## config.mk

```make
export PLATFORM = sky130hd
export DESIGN_NAME = target_compare
export DESIGN_NICKNAME = d
export VERILOG_FILES = /design/src/logic/tgt_cmp_pkg.sv /design/src/logic/arrival_pin_driver.sv /design/src/logic/target_compare.sv
export SDC_FILE = /design/constraint.sdc
export NUM_CORES = 1
export LEC_CHECK = 0
export ABC_CLOCK_PERIOD_IN_PS = 7060
export BUFFER_PORTS_ARGS = -buffer_cell sky130_fd_sc_hd__buf_2
export CAP_MARGIN = 20
export CORE_ASPECT_RATIO = 1.4
export CORE_MARGIN = 8
export CORE_UTILIZATION = 57
export CTS_BUF_LIST = sky130_fd_sc_hd__clkbuf_16
export DETAILED_ROUTE_END_ITERATION = 12
export PLACE_DENSITY = 0.87
export SLEW_MARGIN = 20
export SYNTH_ARGS = -nofsm -noshare
export SYNTH_HDL_FRONTEND = slang
export SYNTH_SLANG_ARGS = --single-unit
```

## constraint.sdc

```tcl
create_clock -name core_clk -period 7.06 [get_ports core_clk]
set_clock_uncertainty 0.2 [all_clocks]
set_input_delay 0.353 -clock core_clk [delete_from_list [all_inputs] [get_ports core_clk]]
set_output_delay 0.353 -clock core_clk [all_outputs]
set_load 0.01 [all_outputs]
```

## src/logic/tgt_cmp_pkg.sv

```systemverilog
package tgt_cmp_pkg;
   // register indices (byte address is four times the index)
   localparam logic [7:0] REG_GENERAL_CONFIG = 8'h00;
   localparam logic [7:0] REG_REFERENCE_CONFIG = 8'h01;
   localparam logic [7:0] REG_COMPARE_VALUE = 8'h32;
   localparam logic [7:0] REG_CIRCULAR_RANGE = 8'h36;
   localparam logic [7:0] REG_ACTUAL_POSITION = 8'h21;
   localparam logic [7:0] REG_TARGET_POSITION = 8'h37;
   localparam logic [7:0] REG_STATUS = 8'h0F;
   localparam logic [7:0] REG_EVENTS = 8'h0E;
   localparam logic [7:0] REG_HOME_POSITION = 8'h35;
   localparam logic [7:0] REG_POSITION_LATCH = 8'h38;
   localparam logic [7:0] REG_ENCODER_LATCH = 8'h39;
   // general_config fields
   localparam int GC_PULL_DRIVE_ENABLE = 5;
   localparam int GC_WIRED_AND_SELECT = 6;
   localparam int GC_REV_AS_LATCH = 7;
   localparam int GC_INVERT_ARRIVAL = 16;
   // reference_config fields
   localparam int RC_CLEAR_AT_TARGET = 10;
   localparam int RC_CIRCULAR_ENABLE = 11;
   localparam int RC_OUT_SRC_LO = 12;
   localparam int RC_CMP_SOURCE = 14;
   localparam int RC_CMP_MODE_LO = 15;
   // status / event bit positions
   localparam int ST_TARGET_REACHED = 0;
   localparam int ST_COMPARE_MATCH = 1;
   localparam int ST_VELOCITY_REACHED = 2;
   localparam int ST_ENCODER_FAIL = 3;
   // reset value, source and compare-mode codes, unit step
   localparam logic [31:0] RESET_WORD = 32'h0000_0000;
   localparam logic [1:0] SRC_TARGET = 2'h0;
   localparam logic [1:0] SRC_VELOCITY = 2'h1;
   localparam logic [1:0] SRC_ENC_FAIL = 2'h2;
   localparam logic [1:0] SRC_COMPARE = 2'h3;
   localparam logic [1:0] CMP_VALUE = 2'h0;
   localparam logic [1:0] CMP_HOME = 2'h1;
   localparam logic [1:0] CMP_LATCH = 2'h2;
   localparam logic [1:0] CMP_REVS = 2'h3;
   localparam logic [31:0] ONE_STEP = 32'h0000_0001;
   typedef enum logic [1:0] {
      MOTION_IDLE,
      MOTION_RUN,
      MOTION_DONE
   } motion_state_t;
endpackage

```

## src/logic/arrival_pin_driver.sv

```systemverilog
`timescale 1ns/100ps
// shared-line drive of the arrival pin: strong and weak legs as separate enables
module arrival_pin_driver
   import tgt_cmp_pkg::*;
(
   // control
   input wire logic active,
   input wire logic pull_drive_enable,
   input wire logic wired_and_select,
   input wire logic invert_polarity,
   // pin
   output logic pin_out,
   output logic pin_oe,
   output logic pin_weak
);
   logic level;  // electrical level for the current state
   always_comb begin
      level = active ^ invert_polarity;
      pin_out = level;
      if (!pull_drive_enable) begin
         // plain push-pull until shared mode is enabled
         pin_oe = 1'b1;
         pin_weak = 1'b0;
      end else if (!wired_and_select) begin
         // wired-or: active strong, inactive weak
         pin_oe = 1'b1;
         pin_weak = !active;
      end else begin
         // wired-and: inactive strong, active weak
         pin_oe = 1'b1;
         pin_weak = active;
      end
   end
endmodule // arrival_pin_driver

```

## src/logic/target_compare.sv

```systemverilog
// Design decision made here: the address-and-strobe port.
`timescale 1ns/100ps
// Notes on behaviour
// - shared drive only after pull enable set
// - wired-or: inactive weak, active strong
// - wired-and: inactive strong, active weak
// - two-bit field selects forwarded flag
// - target flag when actual equals target
// - comparator always runs, flag and event
// - source 0 compares internal actual position
// - source 1 compares encoder position
// - encoder compare value in microsteps
// - encoder crossing latches event without flag
// - mode field picks comparison reference
// - without repetition, target ends ramp
// - clear-at-target zeroes position, restarts ramp unless target is zero
// - target rewritable, zero on every match
// - circular wrap loads opposite limit
// - range write then circular enable
// - invert bit makes arrival active low
// - range spans minus range to range-1
module target_compare
   import tgt_cmp_pkg::*;
(
   // clock and reset
   input wire logic core_clk,
   input wire logic srst,
   input wire logic clk_en,
   // register port
   input wire logic [7:0] reg_addr,
   input wire logic [31:0] reg_wdata,
   input wire logic reg_wr,
   input wire logic reg_rd,
   output logic [31:0] reg_rdata,
   // motion inputs
   input wire logic step_pulse,
   input wire logic step_dir,
   input wire logic positioning_mode,
   input wire logic velocity_reached,
   input wire logic encoder_fail,
   input wire logic [31:0] encoder_position,
   // motion outputs
   output logic ramp_active,
   // arrival pin
   output logic arrival_out,
   output logic arrival_oe,
   output logic arrival_weak
);
   // complete block state
   typedef struct packed {
      logic [31:0] general_config;
      logic [31:0] reference_config;
      logic [31:0] compare_value;
      logic [31:0] circular_range;
      logic [31:0] actual_position;
      logic [31:0] target_position;
      logic [31:0] home_position;
      logic [31:0] position_latch;
      logic [31:0] encoder_latch;
      logic [31:0] rev_count;
      logic [31:0] prev_encoder;
      logic [3:0] events;
      logic [31:0] rdata;
      motion_state_t motion;
   } state_t;

   state_t cur;       // registered state
   state_t next_cur;  // next state
   logic [3:0] flags;  // live status flags
   logic target_hit;  // actual equals target
   logic cmp_hit;     // selected comparison equal
   logic cmp_cross;   // encoder passed compare value
   logic [31:0] cmp_lhs;  // selected position side
   logic [31:0] cmp_rhs;  // selected reference side
   logic circ_on;     // circular mode in force
   logic [31:0] range_hi;  // range minus one
   logic [31:0] range_lo;  // negative range
   logic arrival_active;  // forwarded flag

   // signed strict crossing test between two samples
   function automatic logic crossed(input logic [31:0] a, input logic [31:0] b, input logic [31:0] v);
      crossed = (($signed(a) < $signed(v)) && ($signed(b) > $signed(v)))
         || (($signed(a) > $signed(v)) && ($signed(b) < $signed(v)));
   endfunction

   // comparator selection and flags, no start command needed
   always_comb begin
      target_hit = (cur.actual_position == cur.target_position);
      cmp_lhs = cur.actual_position;
      cmp_rhs = cur.compare_value;
      if (cur.reference_config[RC_CMP_SOURCE]) begin
         // encoder position is already in microsteps, so compare value is too
         cmp_lhs = encoder_position;
      end
      unique case (cur.reference_config[RC_CMP_MODE_LO +: 2])
         CMP_VALUE: cmp_rhs = cur.compare_value;
         CMP_HOME: cmp_rhs = cur.home_position;
         CMP_LATCH: cmp_rhs = cur.reference_config[RC_CMP_SOURCE] ? cur.encoder_latch : cur.position_latch;
         CMP_REVS: begin
            cmp_lhs = cur.rev_count;
            cmp_rhs = cur.compare_value;
         end
      endcase
      cmp_hit = (cmp_lhs == cmp_rhs);
      // a jump over the value in encoder base is an event only
      cmp_cross = cur.reference_config[RC_CMP_SOURCE]
         && (cur.reference_config[RC_CMP_MODE_LO +: 2] != CMP_REVS)
         && crossed(cur.prev_encoder, encoder_position, cmp_rhs);
      flags = '0;
      flags[ST_TARGET_REACHED] = target_hit;
      flags[ST_COMPARE_MATCH] = cmp_hit;
      flags[ST_VELOCITY_REACHED] = velocity_reached;
      flags[ST_ENCODER_FAIL] = encoder_fail;
      unique case (cur.reference_config[RC_OUT_SRC_LO +: 2])
         SRC_TARGET: arrival_active = target_hit;
         SRC_VELOCITY: arrival_active = velocity_reached;
         SRC_ENC_FAIL: arrival_active = encoder_fail;
         SRC_COMPARE: arrival_active = cmp_hit;
      endcase
      circ_on = cur.reference_config[RC_CIRCULAR_ENABLE] && (cur.circular_range != RESET_WORD);
      range_hi = cur.circular_range - ONE_STEP;
      range_lo = RESET_WORD - cur.circular_range;
   end

   // next-state logic: registers, position, events
   always_comb begin
      next_cur = cur;
      next_cur.prev_encoder = encoder_position;
      next_cur.rdata = RESET_WORD;
      // read side: events clear on read, set wins below
      if (reg_rd) begin
         unique case (reg_addr)
            REG_GENERAL_CONFIG: next_cur.rdata = cur.general_config;
            REG_REFERENCE_CONFIG: next_cur.rdata = cur.reference_config;
            REG_COMPARE_VALUE: next_cur.rdata = cur.compare_value;
            // range is write-only; this address shows a latch or revolutions
            REG_CIRCULAR_RANGE: next_cur.rdata = cur.general_config[GC_REV_AS_LATCH]
               ? cur.rev_count : cur.position_latch;
            REG_ACTUAL_POSITION: next_cur.rdata = cur.actual_position;
            REG_TARGET_POSITION: next_cur.rdata = cur.target_position;
            REG_HOME_POSITION: next_cur.rdata = cur.home_position;
            REG_ENCODER_LATCH: next_cur.rdata = cur.encoder_latch;
            REG_STATUS: next_cur.rdata = {28'h0, flags};
            REG_EVENTS: begin
               next_cur.rdata = {28'h0, cur.events};
               next_cur.events = '0;
            end
            default: next_cur.rdata = RESET_WORD;
         endcase
      end
      // write side
      if (reg_wr) begin
         unique case (reg_addr)
            REG_GENERAL_CONFIG: next_cur.general_config = reg_wdata;
            REG_REFERENCE_CONFIG: next_cur.reference_config = reg_wdata;
            REG_COMPARE_VALUE: next_cur.compare_value = reg_wdata;
            REG_CIRCULAR_RANGE: next_cur.circular_range = reg_wdata;
            REG_ACTUAL_POSITION: next_cur.actual_position = reg_wdata;
            REG_TARGET_POSITION: next_cur.target_position = reg_wdata;
            REG_HOME_POSITION: next_cur.home_position = reg_wdata;
            REG_POSITION_LATCH: next_cur.position_latch = reg_wdata;
            REG_ENCODER_LATCH: next_cur.encoder_latch = reg_wdata;
            default: ;
         endcase
      end
      // motion sequence; steps move the position only while a ramp runs
      unique case (cur.motion)
         MOTION_IDLE: begin
            if (positioning_mode && !target_hit) begin
               next_cur.motion = MOTION_RUN;
            end
         end
         MOTION_RUN: begin
            if (!positioning_mode) begin
               next_cur.motion = MOTION_IDLE;
            end else if (target_hit) begin
               if (cur.reference_config[RC_CLEAR_AT_TARGET]) begin
                  // repeat from zero on every match unless the target is zero, even after target rewrites
                  next_cur.actual_position = RESET_WORD;
                  next_cur.motion = (cur.target_position != RESET_WORD) ? MOTION_RUN : MOTION_DONE;
               end else begin
                  next_cur.motion = MOTION_DONE;
               end
            end else if (step_pulse) begin
               // circular wrap at either end; position must start inside range
               if (circ_on && step_dir && cur.actual_position == range_hi) begin
                  next_cur.actual_position = range_lo;
                  next_cur.rev_count = cur.rev_count + ONE_STEP;
               end else if (circ_on && !step_dir && cur.actual_position == range_lo) begin
                  next_cur.actual_position = range_hi;
                  next_cur.rev_count = cur.rev_count - ONE_STEP;
               end else begin
                  next_cur.actual_position = step_dir ? cur.actual_position + ONE_STEP
                     : cur.actual_position - ONE_STEP;
               end
            end
         end
         MOTION_DONE: begin
            // restart only after a new target or leaving positioning
            if (!positioning_mode || !target_hit) begin
               next_cur.motion = MOTION_IDLE;
            end
         end
      endcase
      if (!circ_on) begin
         next_cur.rev_count = RESET_WORD;
      end
      // event latching; set wins over a clearing read
      if (target_hit) begin
         next_cur.events[ST_TARGET_REACHED] = 1'b1;
      end
      if (cmp_hit || cmp_cross) begin
         next_cur.events[ST_COMPARE_MATCH] = 1'b1;
      end
      if (velocity_reached) begin
         next_cur.events[ST_VELOCITY_REACHED] = 1'b1;
      end
      if (encoder_fail) begin
         next_cur.events[ST_ENCODER_FAIL] = 1'b1;
      end
   end

   // state register with synchronous reset and clock enable
   always_ff @(posedge core_clk) begin
      if (srst) begin
         cur <= '0;
         cur.motion <= MOTION_IDLE;
         // crossing detector starts at the live encoder value, so no false pass after reset
         cur.prev_encoder <= encoder_position;
      end else if (clk_en) begin
         cur <= next_cur;
      end
   end

   assign reg_rdata = cur.rdata;
   assign ramp_active = (cur.motion == MOTION_RUN);

   // pin drive stage
   arrival_pin_driver u_pin (
      .active(arrival_active),
      .pull_drive_enable(cur.general_config[GC_PULL_DRIVE_ENABLE]),
      .wired_and_select(cur.general_config[GC_WIRED_AND_SELECT]),
      .invert_polarity(cur.general_config[GC_INVERT_ARRIVAL]),
      .pin_out(arrival_out),
      .pin_oe(arrival_oe),
      .pin_weak(arrival_weak)
   );

   // checks
   property p_target_flag;
      @(posedge core_clk) disable iff (srst)
      (clk_en && reg_rd && reg_addr == REG_STATUS)
         |=> (reg_rdata[ST_TARGET_REACHED] == $past(target_hit));
   endproperty
   a_target_flag: assert property (p_target_flag) else $error("target flag missing");

   property p_event_latch;
      @(posedge core_clk) disable iff (srst)
      (clk_en && cmp_hit) |=> cur.events[ST_COMPARE_MATCH];
   endproperty
   a_event_latch: assert property (p_event_latch) else $error("compare event not latched");

   property p_src0;
      @(posedge core_clk) disable iff (srst)
      (!cur.reference_config[RC_CMP_SOURCE] && cur.reference_config[RC_CMP_MODE_LO +: 2] == CMP_VALUE)
         |-> (cmp_hit == (cur.actual_position == cur.compare_value));
   endproperty
   a_src0: assert property (p_src0) else $error("internal compare wrong");

   property p_src1;
      @(posedge core_clk) disable iff (srst)
      (cur.reference_config[RC_CMP_SOURCE] && cur.reference_config[RC_CMP_MODE_LO +: 2] == CMP_VALUE)
         |-> (cmp_hit == (encoder_position == cur.compare_value));
   endproperty
   a_src1: assert property (p_src1) else $error("encoder compare wrong");

   property p_cross;
      @(posedge core_clk) disable iff (srst)
      (clk_en && cmp_cross) |=> cur.events[ST_COMPARE_MATCH];
   endproperty
   a_cross: assert property (p_cross) else $error("crossing not latched");

   property p_clear_target;
      @(posedge core_clk) disable iff (srst)
      (clk_en && cur.motion == MOTION_RUN && positioning_mode && target_hit
         && cur.reference_config[RC_CLEAR_AT_TARGET]) |=> (cur.actual_position == RESET_WORD);
   endproperty
   a_clear_target: assert property (p_clear_target) else $error("position not cleared");

   property p_stop;
      @(posedge core_clk) disable iff (srst)
      (clk_en && cur.motion == MOTION_RUN && positioning_mode && target_hit
         && !cur.reference_config[RC_CLEAR_AT_TARGET]) |=> (cur.motion == MOTION_DONE);
   endproperty
   a_stop: assert property (p_stop) else $error("ramp not ended");

   property p_wrap;
      @(posedge core_clk) disable iff (srst)
      (clk_en && cur.motion == MOTION_RUN && positioning_mode && !target_hit && step_pulse && step_dir
         && circ_on && cur.actual_position == range_hi && !reg_wr) |=> (cur.actual_position == $past(range_lo));
   endproperty
   a_wrap: assert property (p_wrap) else $error("circular wrap wrong");

   property p_polarity;
      @(posedge core_clk) disable iff (srst)
      arrival_out == (arrival_active ^ cur.general_config[GC_INVERT_ARRIVAL]);
   endproperty
   a_polarity: assert property (p_polarity) else $error("arrival polarity wrong");

   property p_target_event;
      @(posedge core_clk) disable iff (srst)
      (clk_en && target_hit) |=> cur.events[ST_TARGET_REACHED];
   endproperty
   a_target_event: assert property (p_target_event) else $error("target event not latched");

   // a clearing read must not lose a match of the same cycle, but must clear otherwise
   property p_read_clear;
      @(posedge core_clk) disable iff (srst)
      (clk_en && reg_rd && reg_addr == REG_EVENTS && !cmp_hit && !cmp_cross)
         |=> !cur.events[ST_COMPARE_MATCH];
   endproperty
   a_read_clear: assert property (p_read_clear) else $error("compare event not cleared by read");

   property p_repeat;
      @(posedge core_clk) disable iff (srst)
      (clk_en && cur.motion == MOTION_RUN && positioning_mode && target_hit
         && cur.reference_config[RC_CLEAR_AT_TARGET] && cur.target_position != RESET_WORD)
         |=> (cur.motion == MOTION_RUN);
   endproperty
   a_repeat: assert property (p_repeat) else $error("repetitive ramp not restarted");

   property p_wrap_down;
      @(posedge core_clk) disable iff (srst)
      (clk_en && cur.motion == MOTION_RUN && positioning_mode && !target_hit && step_pulse && !step_dir
         && circ_on && cur.actual_position == range_lo) |=> (cur.actual_position == $past(range_hi));
   endproperty
   a_wrap_down: assert property (p_wrap_down) else $error("circular wrap down wrong");

   // clock enable low holds every bit of state
   property p_freeze;
      @(posedge core_clk) disable iff (srst)
      (!clk_en) |=> (cur == $past(cur));
   endproperty
   a_freeze: assert property (p_freeze) else $error("state moved while clock enable low");

   property p_rdata_idle;
      @(posedge core_clk) disable iff (srst)
      (clk_en && !reg_rd) |=> (reg_rdata == RESET_WORD);
   endproperty
   a_rdata_idle: assert property (p_rdata_idle) else $error("read data outside read cycle");
endmodule // target_compare

```

After elaboration in Yosys (flattened, before gate mapping)
Index checks and enable logic that the tools add are counted.
Widths: inputs -> output; s select.
{ "word_totals": {"inputBits": 82, "register_bits": 390} }
{ "classes": {"n_bitwise": 1, "magnitude_cmp": 4, "n_mux": 45, "n_reduce_logical": 47, "eq_ne": 31, "addsub": 6} }
{ "op_table": {"columns": ["op", "n"], "rows": [
  ["$mux 32", 24],
  ["$pmux 32 s10", 1],
  ["$mux 160", 1],
  ["$mux 70", 2],
  ["$eq 32x32->1", 4],
  ["$pmux 32 s3", 1],
  ["$sub 32x1->32 const B", 3],
  ["$add 32x1->32 const B", 2],
  ["$gt 32x32->1", 2],
  ["$lt 32x32->1", 2],
  ["$reduce_bool 32->1", 2],
  ["$eq 8x6->1 const B", 7],
  ["$mux 36", 1],
  ["$reduce_and 3->1", 12],
  ["$sub 1x32->32 const A", 1],
  ["$reduce_bool 2->1", 9],
  ["$eq 8x4->1 const B", 2],
  ["$ne 2x2->1 const B", 7],
  ["$mux 2", 6],
  ["$eq 2x2->1 const B", 5],
  ["$logic_and 1x1->1", 10],
  ["$eq 8x1->1 const B", 1],
  ["$logic_not 8->1", 1],
  ["$eq 2x1->1 const B", 3],
  ["13 further kinds", 25]
]} }

Longest topological paths before layout
{ "logic_depth": {"word_depth": 11, "ltp_mapped": 23} }

Hierarchy
A second synthesis with hierarchy kept.
{ "hier_totals": {"cells_unflattened": 3359, "area_unflattened_um2": 26031.2} }
{ "by_module_without_submodules": {"columns": ["module", "area_each_um2", "seq_area_each_um2", "cells_per_inst", "n_inst"], "rows": [
  ["target_compare", 25996.2, 8127.8, 3354, 1],
  ["arrival_pin_driver", 35.0, 0.0, 5, 1]
]} }

Worst setup path before layout
No wires, ideal clock.
{ "synth_path": {"path_type": "reg2reg", "start": "reg cur[265] (netlist name)", "end": "reg cur[100] (netlist name)", "slack_ns": 0.289, "required_ns": 6.790, "setup_time_ns": 0.070, "stages_incl_launch_ff": 21, "arrival_time_ns": 6.501, "period_less_slack_ns": 6.771, "n_path_buf": 2, "cell_sequence": "dfxtp_1 -> buf_2 -> nor4_1 -> buf_2 -> and4_1 -> nor4b_2 -> xnor2_1 -> or4_1 -> or4_1 -> or4_1 -> fa_1 -> nand3_1 -> nand2_1 -> a21oi_1 -> o41ai_1 -> a221o_1 -> o311a_1 -> o41ai_1 -> mux2i_1 -> o2111ai_1 -> a21oi_1"} }
{ "synth_between": {"elab_chain_len": 10, "word_cells_on_any_way": 22} }
{ "synth_rtl": {"columns": ["item", "line_no", "text"], "rows": [
  ["start: declaration", "target_compare.sv:67", "state_t cur;"],
  ["start signal: assignment", "target_compare.sv:231", "cur <= next_cur;"],
  ["parallel branches: the longest is 10 deep, another holds $sub 32x1->32", null, null]
]} }
Parallel ways; which one is timed is not known. The select of a mux whose other input is x is not followed.
A chain may end at the register's enable or synchronous reset.

Worst setup path after layout
{ "layout_path": {"start": "reg cur[277] (netlist name)", "end": "reg cur[100] (netlist name)"} }
Same word-level chain as after synthesis.

==> impl_metrics.csv <==
group,metric,value,unit
run_status,status,"finished clean",
layout,multi_input_area,0.0166,mm^2
placed_design,place_area,0.0269,mm^2
cts,clkLatencyLatePin,0.60,ns
hold_path,min_path_cells,3,
grt,overflow,0,
synth,synth_ff_type,"dfxtp_1",
layout,final_cells,4065,
setup_path,worstPathRequired,7.38,ns
power_and_ir_drop,power_density,173,mW/mm^2
cts,htreeDepth,2,
detailed_routing,wire_per_inst,26.0,um
sta,drv_slew,0,
power_and_ir_drop,vdd_drop_max,0.200,mV
setup_path,startpoint_type,"flop",
setup_path,critPathKind,"flop to flop",
setup_path,r2r_start,"cur[277]",
detailed_routing,drt_first_pass_iters,8,
sta,rsz0062_at_grt,"no",
layout,nNetsFinal,3635,
power_and_ir_drop,p_leak,0.0105,uW
sta,tightest_slew,1.26,ns
detailed_routing,num_vias,27600,
placed_design,io_buffers,116,
synth,synthDistinctLibCells,85,
synth,yosys_warnings,0,
placed_design,dp_slack,0.320,ns
cts,clockBufferDepth,3,
layout,final_util,63.2,%
synth,synthCells,3417,
cts,post_cts_buffers,0,
grt,track_usage,38.6,%
setup_path,cp-startpoint,"cur[277]",
cts,cts.sinks,390,
sta,max_slew_margin,15.5,%
grt,antenna_found_initial,4,
sta,setup_viol,0,
floorplanning,core_area,0.0456,mm^2
detailed_routing,wirelength,106000,um
grt,grt_pass1_wl,158000,um
floorplanning,initial_utilization,57.2,%
sta,hold_viol,0,
cts,cts_root_buf,"clkbuf_16",
grt,grt_pass1_vias,26700,
synth,yosysSeqAreaShare,31.2,%
layout,final_layout_size_suffix_gt1_share,10.4,%
layout,fin_area,0.0288,mm^2
setup_path,reg2reg_depth,19,
layout,syn2layout_area_growth,10.5,%
layout,ff_latch_area,0.00813,mm^2
job,drv_cap,0,
layout,final_common_cell,"nand2_1",
hold_path,hold_start,"reg_rd",
synth,syn_nets,3636,
synth,ys_seq_elements,390,
placed_design,gp_congestion,1.06,
layout,fill_cells,4031,
cts,cts_inserted_buffers,41,
floorplanning,io_pins,118,
floorplanning,rows,93,
synth,synthArstFlopShare,0,%
setup_path,crit_fanout,41,
detailed_routing,first_iter_violations,3666,
synth,synthesis.area,0.0261,mm^2
sta,setup_tns,0,ns
synth,avgSynthCellArea,7.63,um^2
placed_design,dpl.cell_count,3924,
sta,fmax,150,MHz
floorplanning,die_x,197,um
floorplanning,die_h,269,um
setup_path,cp-end-kind,"flop",
sta,timing.final.crit_share,94.2,%
cts,cts_tree,"yes",
sta,finalWorstSetupSlack,0.411,ns
detailed_routing,viasPerCell,6.79,
hold_path,hold_class,"input port to flop",
synth,synth-edff-count,32,
layout,layout_common_cells,"nand2_1 (773), a21oi_1 (411), dfxtp_1 (356)",
detailed_routing,drc_errors,0,
detailed_routing,final_antenna_net_count,0,
setup_path,worstPathArrival,6.97,ns
placed_design,dp_hpwl,72800,um
floorplanning,die_area,0.0530,mm^2
sta,period_minus_slack,6.65,ns
cts,clkTransAtPathRegs,0.06,ns
grt,grt_max_degree,151,
==> power by group <==
part	leakage, uW	internal (uW)	switching, uW
Combinational	0.00667	181	353
Sequential	0.00322	2260	18.7
Clock	0.000656	1190	981
==> layer usage <==
| metal | wire, um | GRT usage (%) |
|---|---|---|
| met1 | 35300 | 43.7 |
| met5 | 14 | 0 |
| met4 | 10300 | 32.2 |
| met3 | 13300 | 9.81 |
| met2 | 46900 | 60.3 |
==> cells in the mapped netlist, types with 17 or more instances <==
master | instances | area, um^2
o21ai_0 | 191 | 956
nand2_1 | 779 | 2920
o21bai_1 | 17 | 128
mux2_2 | 35 | 394
dfxtp_1 | 358 | 7170
xnor2_1 | 129 | 1130
a221o_1 | 36 | 360
a21oi_1 | 411 | 2060
nand4_1 | 43 | 269
mux2i_1 | 86 | 861
ha_1 | 135 | 1690
a221oi_1 | 39 | 342
a22oi_1 | 55 | 413
and2_1 | 38 | 238
edfxtp_1 | 32 | 961
nor3_1 | 47 | 235
clkbuf_1 | 248 | 931
xnor3_1 | 17 | 383
buf_4 | 36 | 270
nor2_1 | 97 | 364
a21o_1 | 43 | 323
nor4_1 | 44 | 275
xor2_1 | 33 | 289
nand3_1 | 142 | 711
inv_1 | 41 | 154
a31oi_1 | 25 | 156
o211ai_1 | 18 | 135
==> per-stage QoR <==
stage / power [uW] / hold slack, ns
4_1_cts: 4940 / 0.0608
3_5_place_dp: 2800 / 0.239
5_1_grt: 5090 / 0.100
2_1_floorplan: 2620 / 0.226
3_3_place_gp: 2800 / 0.231
6_report: 4990 / 0.0645
==> worst paths after layout <==
kind / endpoint / slack (ns)
min: reg_rdata[8] / 0.06
min reg2reg: reg_rdata[0] / 0.25
max reg2reg: cur[100] / 0.41
max: cur[100] / 0.41
==> repair_timing <==
action / in CTS / in global routing
hold buffers: 66 / 0
hold endpoints to repair: 289 / 0
gates resized for setup: 0 / 4
endpoints found under the setup margin: 0 / 5
==> state kept, by name (all words and copies together) (netlist names) <==
signal / flops
reg_rdata: 32
cur: 358
==> logic make-up after synthesis <==
group	Yosys count	share of synthesized area (%)
other	1	0.0144
AOI/OAI and AO/OA	952	22.5
DFF	390	31.2
xor gates and xnor gates	181	7.09
muxes	122	4.90
buffers and inverters	343	5.55
and+or+nand+nor	1291	22.2
adders and majority gates	137	6.63
==> worst max-delay path, stage by stage, from the launching register on <==
cell and delay, ns:
dfxtp_1 0.37, nor4_1 0.47, nand4_1 0.47, nor4_1 0.59
xnor3_1 0.33, or4b_2 0.62, or4_1 0.60, buf_12 0.21
fa_1 0.43, nand3_1 0.08, nand2_1 0.11, a21oi_1 0.23
o41ai_1 0.17, a221o_1 0.37, o311a_1 0.36, o41ai_1 0.25
buf_4 0.19, mux2i_1 0.20, o2111ai_1 0.13, a21oi_1 0.17
==> area by class of cell <==
type | count | share of cell area (%)
multi-input cells | 2684 | 57.7
flip-flops and latches | 390 | 28.2
repair buffers | 258 | 6.36
clock buffers | 42 | 3.65
well taps | 617 | 2.68
clock inverters | 31 | 0.807
inverters | 41 | 0.534
diodes | 2 | 0.0174
(Power assumes the default switching activity.)
